[config.mk]
export PLATFORM = sky130hd
export DESIGN_NAME = rotiu_top
export DESIGN_NICKNAME = d
export VERILOG_FILES = /design/src/rotiu_pkg.sv /design/src/rotiu_shifter.sv /design/src/rotiu_top.sv
export SDC_FILE = /design/constraint.sdc
export NUM_CORES = 1
export LEC_CHECK = 0
export BUFFER_PORTS_ARGS = -buffer_cell sky130_fd_sc_hd__buf_2
export CAP_MARGIN = 20
export CORE_MARGIN = 4
export CORE_UTILIZATION = 40
export CTS_BUF_LIST = sky130_fd_sc_hd__clkbuf_16
export DETAILED_ROUTE_END_ITERATION = 12
export GPL_ROUTABILITY_DRIVEN = 0
export SLEW_MARGIN = 20
export SYNTH_ARGS = -nofsm -noshare
export SYNTH_HDL_FRONTEND = slang
export SYNTH_HIERARCHICAL = 1
export SYNTH_SLANG_ARGS = --single-unit
[constraint.sdc]
create_clock -name CLK_SYS -period 1.37 [get_ports CLK_SYS]
set_clock_uncertainty 0.1 [all_clocks]
set_input_delay 0.274 -clock CLK_SYS [delete_from_list [all_inputs] [get_ports CLK_SYS]]
set_output_delay 0.274 -clock CLK_SYS [all_outputs]
set_load 0.05 [all_outputs]
[src/rotiu_pkg.sv]
// Overview of operation
// - rotate left to working: operand left, bit 7 into bit 0, carry kept
// - rotate left through carry in memory: old carry to bit 0, bit 7 to carry
// - rotate left through carry to working: result to working, carry from bit 7
// - rotate right in memory: bit 0 into bit 7, no flag changes
// - rotate right to working: bit 0 into bit 7, flags unchanged
// - rotate right through carry in memory: old carry to bit 7, bit 0 to carry
// - variants writing working register never write data memory back
package rotiu_pkg;
  localparam int ROTIU_DW = 8;
  localparam int ROTIU_MSB = 7;
  localparam int ROTIU_LSB = 0;
  localparam logic [7:0] ROTIU_WORK_RST = 8'h00;
  localparam logic ROTIU_CARRY_RST = 1'b0;
  localparam logic ROTIU_ZERO_RST = 1'b0;

  typedef enum logic [2:0] {
    ROTIU_OP_NONE = 3'b000,
    ROTIU_OP_LEFT_WORK = 3'b001,
    ROTIU_OP_LEFT_CARRY = 3'b010,
    ROTIU_OP_LEFT_CARRY_WORK = 3'b011,
    ROTIU_OP_RIGHT = 3'b100,
    ROTIU_OP_RIGHT_WORK = 3'b101,
    ROTIU_OP_RIGHT_CARRY = 3'b110,
    ROTIU_OP_LEFT_MEM = 3'b111
  } rotiu_op_t;
endpackage

[src/rotiu_shifter.sv]
`timescale 1ns/10ps
module rotiu_shifter
  import rotiu_pkg::*;
#(
  parameter int DW = ROTIU_DW
) (
  input wire rotiu_op_t op,
  input wire logic [DW-1:0] operand,
  input wire logic carry_in,
  output logic [DW-1:0] result,
  output logic carry_out,
  output logic to_mem,
  output logic to_work,
  output logic carry_we
);
  always_comb begin
    result = operand;
    carry_out = carry_in;
    to_mem = 1'b0;
    to_work = 1'b0;
    carry_we = 1'b0;
    case (op)
      ROTIU_OP_LEFT_WORK: begin
        result = {operand[DW-2:0], operand[DW-1]};
        to_work = 1'b1;
      end
      ROTIU_OP_LEFT_CARRY: begin
        result = {operand[DW-2:0], carry_in};
        carry_out = operand[DW-1];
        to_mem = 1'b1;
        carry_we = 1'b1;
      end
      ROTIU_OP_LEFT_CARRY_WORK: begin
        result = {operand[DW-2:0], carry_in};
        carry_out = operand[DW-1];
        to_work = 1'b1;
        carry_we = 1'b1;
      end
      ROTIU_OP_RIGHT: begin
        result = {operand[ROTIU_LSB], operand[DW-1:1]};
        to_mem = 1'b1;
      end
      ROTIU_OP_RIGHT_WORK: begin
        result = {operand[ROTIU_LSB], operand[DW-1:1]};
        to_work = 1'b1;
      end
      ROTIU_OP_RIGHT_CARRY: begin
        result = {carry_in, operand[DW-1:1]};
        carry_out = operand[ROTIU_LSB];
        to_mem = 1'b1;
        carry_we = 1'b1;
      end
      ROTIU_OP_LEFT_MEM: begin
        result = {operand[DW-2:0], operand[DW-1]};
        to_mem = 1'b1;
      end
      default: begin
        result = operand;
      end
    endcase
  end
endmodule

[src/rotiu_top.sv]
`timescale 1ns/10ps
module rotiu_top
  import rotiu_pkg::*;
#(
  parameter int DW = ROTIU_DW
) (
  input wire logic CLK_SYS,
  input wire logic RESET_N,
  input wire logic OP_VALID,
  input wire logic [2:0] OP_CODE,
  input wire logic [DW-1:0] MEM_RDATA,
  output logic [DW-1:0] MEM_WDATA,
  output logic MEM_WE,
  output logic [DW-1:0] WORK,
  output logic CARRY,
  output logic ZERO,
  output logic DONE
);
  rotiu_op_t op;
  logic [DW-1:0] result;
  logic carry_out;
  logic to_mem;
  logic to_work;
  logic carry_we;
  logic [DW-1:0] wdata_reg;
  logic we_reg;
  logic [DW-1:0] work_reg;
  logic carry_reg;
  logic done_reg;
  logic zero_reg;

  // working-register forms, no memory write
  function automatic logic is_work_form(input rotiu_op_t code);
    case (code)
      ROTIU_OP_LEFT_WORK, ROTIU_OP_LEFT_CARRY_WORK, ROTIU_OP_RIGHT_WORK: return 1'b1;
      default: return 1'b0;
    endcase
  endfunction

  // in-place forms, memory write requested
  function automatic logic is_mem_form(input rotiu_op_t code);
    case (code)
      ROTIU_OP_LEFT_CARRY, ROTIU_OP_RIGHT, ROTIU_OP_RIGHT_CARRY, ROTIU_OP_LEFT_MEM: return 1'b1;
      default: return 1'b0;
    endcase
  endfunction

  // through-carry forms, carry written
  function automatic logic is_carry_form(input rotiu_op_t code);
    case (code)
      ROTIU_OP_LEFT_CARRY, ROTIU_OP_LEFT_CARRY_WORK, ROTIU_OP_RIGHT_CARRY: return 1'b1;
      default: return 1'b0;
    endcase
  endfunction

  // idle code when not valid
  assign op = OP_VALID ? rotiu_op_t'(OP_CODE) : ROTIU_OP_NONE;

  rotiu_shifter #(
    .DW(DW)
  ) u_shift (
    .op(op),
    .operand(MEM_RDATA),
    .carry_in(carry_reg),
    .result(result),
    .carry_out(carry_out),
    .to_mem(to_mem),
    .to_work(to_work),
    .carry_we(carry_we)
  );

  always_ff @(posedge CLK_SYS or negedge RESET_N) begin
    if (!RESET_N) begin
      wdata_reg <= '0;
      we_reg <= 1'b0;
    end else begin
      we_reg <= to_mem;
      if (to_mem) begin
        wdata_reg <= result;
      end
    end
  end

  always_ff @(posedge CLK_SYS or negedge RESET_N) begin
    if (!RESET_N) begin
      work_reg <= ROTIU_WORK_RST;
    end else if (to_work) begin
      work_reg <= result;
    end
  end

  always_ff @(posedge CLK_SYS or negedge RESET_N) begin
    if (!RESET_N) begin
      carry_reg <= ROTIU_CARRY_RST;
    end else if (carry_we) begin
      carry_reg <= carry_out;
    end
  end

  always_ff @(posedge CLK_SYS or negedge RESET_N) begin
    if (!RESET_N) begin
      done_reg <= 1'b0;
    end else begin
      done_reg <= OP_VALID && (op != ROTIU_OP_NONE);
    end
  end

  always_ff @(posedge CLK_SYS or negedge RESET_N) begin
    if (!RESET_N) begin
      zero_reg <= ROTIU_ZERO_RST;
    end else begin
      zero_reg <= zero_reg;
    end
  end

  assign MEM_WDATA = wdata_reg;
  assign MEM_WE = we_reg;
  assign WORK = work_reg;
  assign CARRY = carry_reg;
  assign ZERO = zero_reg;
  assign DONE = done_reg;

  property p_left_work;
    @(posedge CLK_SYS) disable iff (!RESET_N)
      (op == ROTIU_OP_LEFT_WORK) |=> (WORK == {$past(MEM_RDATA[DW-2:0]), $past(MEM_RDATA[DW-1])})
        && $stable(CARRY) && !MEM_WE;
  endproperty
  a_left_work: assert property (p_left_work) else $error("left rotate to working wrong");

  property p_left_carry;
    @(posedge CLK_SYS) disable iff (!RESET_N)
      (op == ROTIU_OP_LEFT_CARRY) |=> MEM_WE && (MEM_WDATA == {$past(MEM_RDATA[DW-2:0]), $past(CARRY)})
        && (CARRY == $past(MEM_RDATA[DW-1]));
  endproperty
  a_left_carry: assert property (p_left_carry) else $error("left rotate through carry wrong");

  property p_left_carry_work;
    @(posedge CLK_SYS) disable iff (!RESET_N)
      (op == ROTIU_OP_LEFT_CARRY_WORK) |=> (WORK == {$past(MEM_RDATA[DW-2:0]), $past(CARRY)})
        && (CARRY == $past(MEM_RDATA[DW-1])) && !MEM_WE;
  endproperty
  a_left_carry_work: assert property (p_left_carry_work) else $error("carry rotate to working wrong");

  property p_right;
    @(posedge CLK_SYS) disable iff (!RESET_N)
      (op == ROTIU_OP_RIGHT) |=> MEM_WE && $stable(CARRY)
        && (MEM_WDATA == {$past(MEM_RDATA[ROTIU_LSB]), $past(MEM_RDATA[DW-1:1])});
  endproperty
  a_right: assert property (p_right) else $error("right rotate wrong");

  property p_right_work;
    @(posedge CLK_SYS) disable iff (!RESET_N)
      (op == ROTIU_OP_RIGHT_WORK) |=> (WORK == {$past(MEM_RDATA[ROTIU_LSB]), $past(MEM_RDATA[DW-1:1])})
        && $stable(CARRY) && !MEM_WE;
  endproperty
  a_right_work: assert property (p_right_work) else $error("right rotate to working wrong");

  property p_right_carry;
    @(posedge CLK_SYS) disable iff (!RESET_N)
      (op == ROTIU_OP_RIGHT_CARRY) |=> MEM_WE && (CARRY == $past(MEM_RDATA[ROTIU_LSB]))
        && (MEM_WDATA == {$past(CARRY), $past(MEM_RDATA[DW-1:1])});
  endproperty
  a_right_carry: assert property (p_right_carry) else $error("right rotate through carry wrong");

  property p_nowb;
    @(posedge CLK_SYS) disable iff (!RESET_N)
      is_work_form(op) |=> !MEM_WE
        && $stable(MEM_WDATA);
  endproperty
  a_nowb: assert property (p_nowb) else $error("memory written by working form");

  property p_flags;
    @(posedge CLK_SYS) disable iff (!RESET_N)
      !is_carry_form(op) |=> $stable(CARRY)
        && !ZERO;
  endproperty
  a_flags: assert property (p_flags) else $error("flag changed");

  property p_mem_quiet;
    @(posedge CLK_SYS) disable iff (!RESET_N)
      !is_mem_form(op)
        |=> !MEM_WE;
  endproperty
  a_mem_quiet: assert property (p_mem_quiet) else $error("memory write without in-place form");

  property p_work_kept;
    @(posedge CLK_SYS) disable iff (!RESET_N)
      !is_work_form(op)
        |=> $stable(WORK);
  endproperty
  a_work_kept: assert property (p_work_kept) else $error("working register changed");

  property p_decode;
    @(posedge CLK_SYS) disable iff (!RESET_N)
      (to_mem == is_mem_form(op)) && (to_work == is_work_form(op))
        && (carry_we == is_carry_form(op));
  endproperty
  a_decode: assert property (p_decode) else $error("shifter decode mismatch");

  // main scenarios
  c_left_carry: cover property (@(posedge CLK_SYS) disable iff (!RESET_N)
    (op == ROTIU_OP_LEFT_CARRY) ##1 CARRY);
  c_right_carry: cover property (@(posedge CLK_SYS) disable iff (!RESET_N)
    (op == ROTIU_OP_RIGHT_CARRY) ##1 MEM_WE);
  c_left_work: cover property (@(posedge CLK_SYS) disable iff (!RESET_N)
    (op == ROTIU_OP_LEFT_WORK) ##1 DONE);
  c_right_work: cover property (@(posedge CLK_SYS) disable iff (!RESET_N)
    (op == ROTIU_OP_RIGHT_WORK) ##1 DONE);
  c_carry_chain: cover property (@(posedge CLK_SYS) disable iff (!RESET_N)
    (op == ROTIU_OP_LEFT_CARRY) ##1 (op == ROTIU_OP_RIGHT_CARRY));
endmodule

==> flow_summary.toml <==
[outcome]
status = "finished with violations"
violations = "setup timing"

[place]
portBuffers = 32
post-place-cells = 187
place_ws_ns = -0.358
post-dp-hpwl_um = 2200
postPlaceCellArea_um2 = 1570

[logic_synthesis]
synth_xor_area_frac = 0
synthTopCellsByArea = "dfrtp_1, mux2_4, a211oi_2"
synth_compound_area_frac = 0.157
synthSimpleGateAreaFrac = 0.124
synth_edf_count = 0
yosysUniqueCellTypes = 29
ys_ff_latch = 19
synth.net_count = 123
synth_ff_type = "dfrtp_1"
synth_top_area_frac = 0.399
syn_inst = 109
yosys_warnings = 6
synth_top_cell_by_area = "dfrtp_1"
ys_seq_area_frac = 0.399
synthTopCellsByCount = "dfrtp_1, mux2_4, a21oi_1"
synthAdderAreaFrac = 0.00944
async_flop_share = 1.00
synth_most_common_cell = "dfrtp_1"
syn_area_per_cell_um2 = 10.9
synthesis.area_um2 = 1190
synth_top_family_by_area = "multiplexers"
synth_mux_area_frac = 0.229

[final_layout]
antenna_cells = 0
design_area_um2 = 1750
area_growth_pct = 46.8
final_nets = 178
num-fill-cells = 235
seq_area_um2 = 477
layout-drive-gt1-share = 0.644
final_cell_count_no_fill = 194
multi_input_comb_area_um2 = 728

[global_routing]
antenna_found_initial = 0
grt_pass1_vias = 1023
grt_max_degree = 20
track_usage = 0.161
grt_overflow = 0
grt_pass1_wl_um = 5090

[critical_path]
slowest_stage = "or3_4"
worstPathRequired_ns = 1.40
crit_arrival_ns = 1.40
critPathLaunchType = "primary input"
end_kind = "flop"
worst-setup-path-type = "primary input to flop"
r2r-end = "MEM_WDATA[0]$_DFFE_PN0P_"
max_stage_delay_ns = 0.38
r2r_slack_ns = 0.13
reg2reg_from = "CARRY$_DFFE_PN0P_"
reg2reg_depth = 4
worstPathCellList = "buf_6 -> and2_4 -> or3_4 -> a21oi_2 -> a211oi_2 -> mux2_4"
cp_max_fo = 6

[clock_tree]
cts_buffers = 3
post-cts-setup-buffers = 0
clk-insertion-delay-late_ns = 0.25
clk_pin_slew_ns = 0.05
cts_root_buf = "clkbuf_16"
clock_sinks = 19
h-tree-depth = 1
cts.path.max_buffers = 2
cts_tree = "built"

[timing]
holdWs_ns = 0.197
timing.final.crit_share = 1.00
setup_slack_ns = -0.00338
hold_viol_final = 0
fmax_ghz = 0.728
finalCriticalPeriod_ns = 1.37
grt_setup_unrepaired = "true"
setup_violations = 2
slew_violations = 0

[detailed_routing]
drc = 0
drt_first_pass_iters = 4
drt.antenna.violating_nets = 0
drt-initial-drc-count = 27
avgRoutedWirePerCell_um = 15.0
drt_wl_total_um = 2910
dr_total_vias = 966
routed_via_density = 4.98

[floorplan]
dieArea_um2 = 3920
io_pins = 34
initial_utilization = 0.425
die_w_um = 62.6
core_um2 = 2810
die_h_um = 62.6
fp-row-count = 19

[min_path]
min_path_cells = 2
min_path_type = "primary input to flop"
hold_start = "OP_VALID"
min_to = "DONE$_DFF_PN0_"

[power]
power_density_nw_per_um2 = 1420
leakagePower_nw = 0.840
vdd_drop_max_mv = 1.23

[run]
drv_cap = 0
-- timing repair --
| item | CTS | global route |
|---|---|---|
| pin swaps | 13 | 2 |
| hold buffers | 1 | 0 |
| setup endpoints to repair | 15 | 15 |
| cloned | 2 | 0 |
| endpoints found under the hold margin | 19 | 0 |
| gates resized for setup | 14 | 6 |
-- state kept, by name, summed over array words and instances, names as in the netlist --
register,count
MEM_WDATA,8
WORK,8
CARRY,1
DONE,1
MEM_WE,1
-- layout by cell type (no fill, tap or decap), drive strengths merged, types with 3 or more instances in the layout --
master  count
a211oi      7
a21oi       9
and2        6
buf        55
clkbuf      3
dfrtp      19
inv         9
mux2       18
nand2b      7
nor2        7
o21ai       3
or3         6
-- routing by layer --
metal,vias up,track usage,part of all wire
li1,484,-,-
met1,461,0.211,0.44
met2,21,0.272,0.51
met3,0,0.0450,0.046
met4,0,0.0220,0
met5,-,0,0
-- worst max path at each step --
stage / from / slack [ns] / endpoint / cells after the start
floorplan: OP_CODE[2] / -0.20 / MEM_WDATA[1]$_DFFE_PN0P_ / 6
global placement: OP_VALID / -0.31 / WORK[1]$_DFFE_PN0P_ / 7
detailed placement: OP_VALID / -0.36 / WORK[3]$_DFFE_PN0P_ / 6
CTS: OP_CODE[2] / -0.004 / WORK[3]$_DFFE_PN0P_ / 6
global route: OP_CODE[0] / -0.04 / WORK[1]$_DFFE_PN0P_ / 7
finish: OP_CODE[0] / -0.003 / WORK[6]$_DFFE_PN0P_ / 6
-- through the flow --
stage	power [mW]	TNS, ns	utilization
after floorplan	1.59	-2.49	-
after CTS	2.50	-0.00809	0.618
after detailed placement	1.87	-5.24	0.559
after global routing	2.62	-0.396	0.624
final	2.49	-0.00591	0.624
after global placement	1.86	-4.75	0.559
-- report_power, final --
part	switching [mW]	total [mW]	leakage, nW	internal [mW]
registers	0.0804	0.773	0.220	0.693
clock network	0.197	0.588	0.0409	0.391
logic	0.712	1.12	0.579	0.413
total	0.990	2.49	0.840	1.50
-- kinds of logic after synthesis --
family | Yosys count
AOI/OAI and AO/OA | 25
other | 1
buffers and inverters | 17
adders and majority gates | 1
muxes | 19
and+or+nand+nor | 27
DFF | 19
-- worst max-delay path, delay by kind of cell --
| family | cells | cell delay [ns] |
|---|---|---|
| compound gates | 2 | 0.22 |
| buf+inv | 1 | 0.10 |
| mux | 1 | 0.26 |
| simple gates | 2 | 0.55 |
-- area by class of cell --
class | count | area share
clock buffers | 3 | 0.0429
clock inverters | 1 | 0.00286
inverters | 9 | 0.0207
multi-input cells | 75 | 0.416
flip-flops and latches | 19 | 0.272
well taps | 31 | 0.0222
repair buffers | 56 | 0.223
Note: power is estimated with default switching activity, not from simulation.
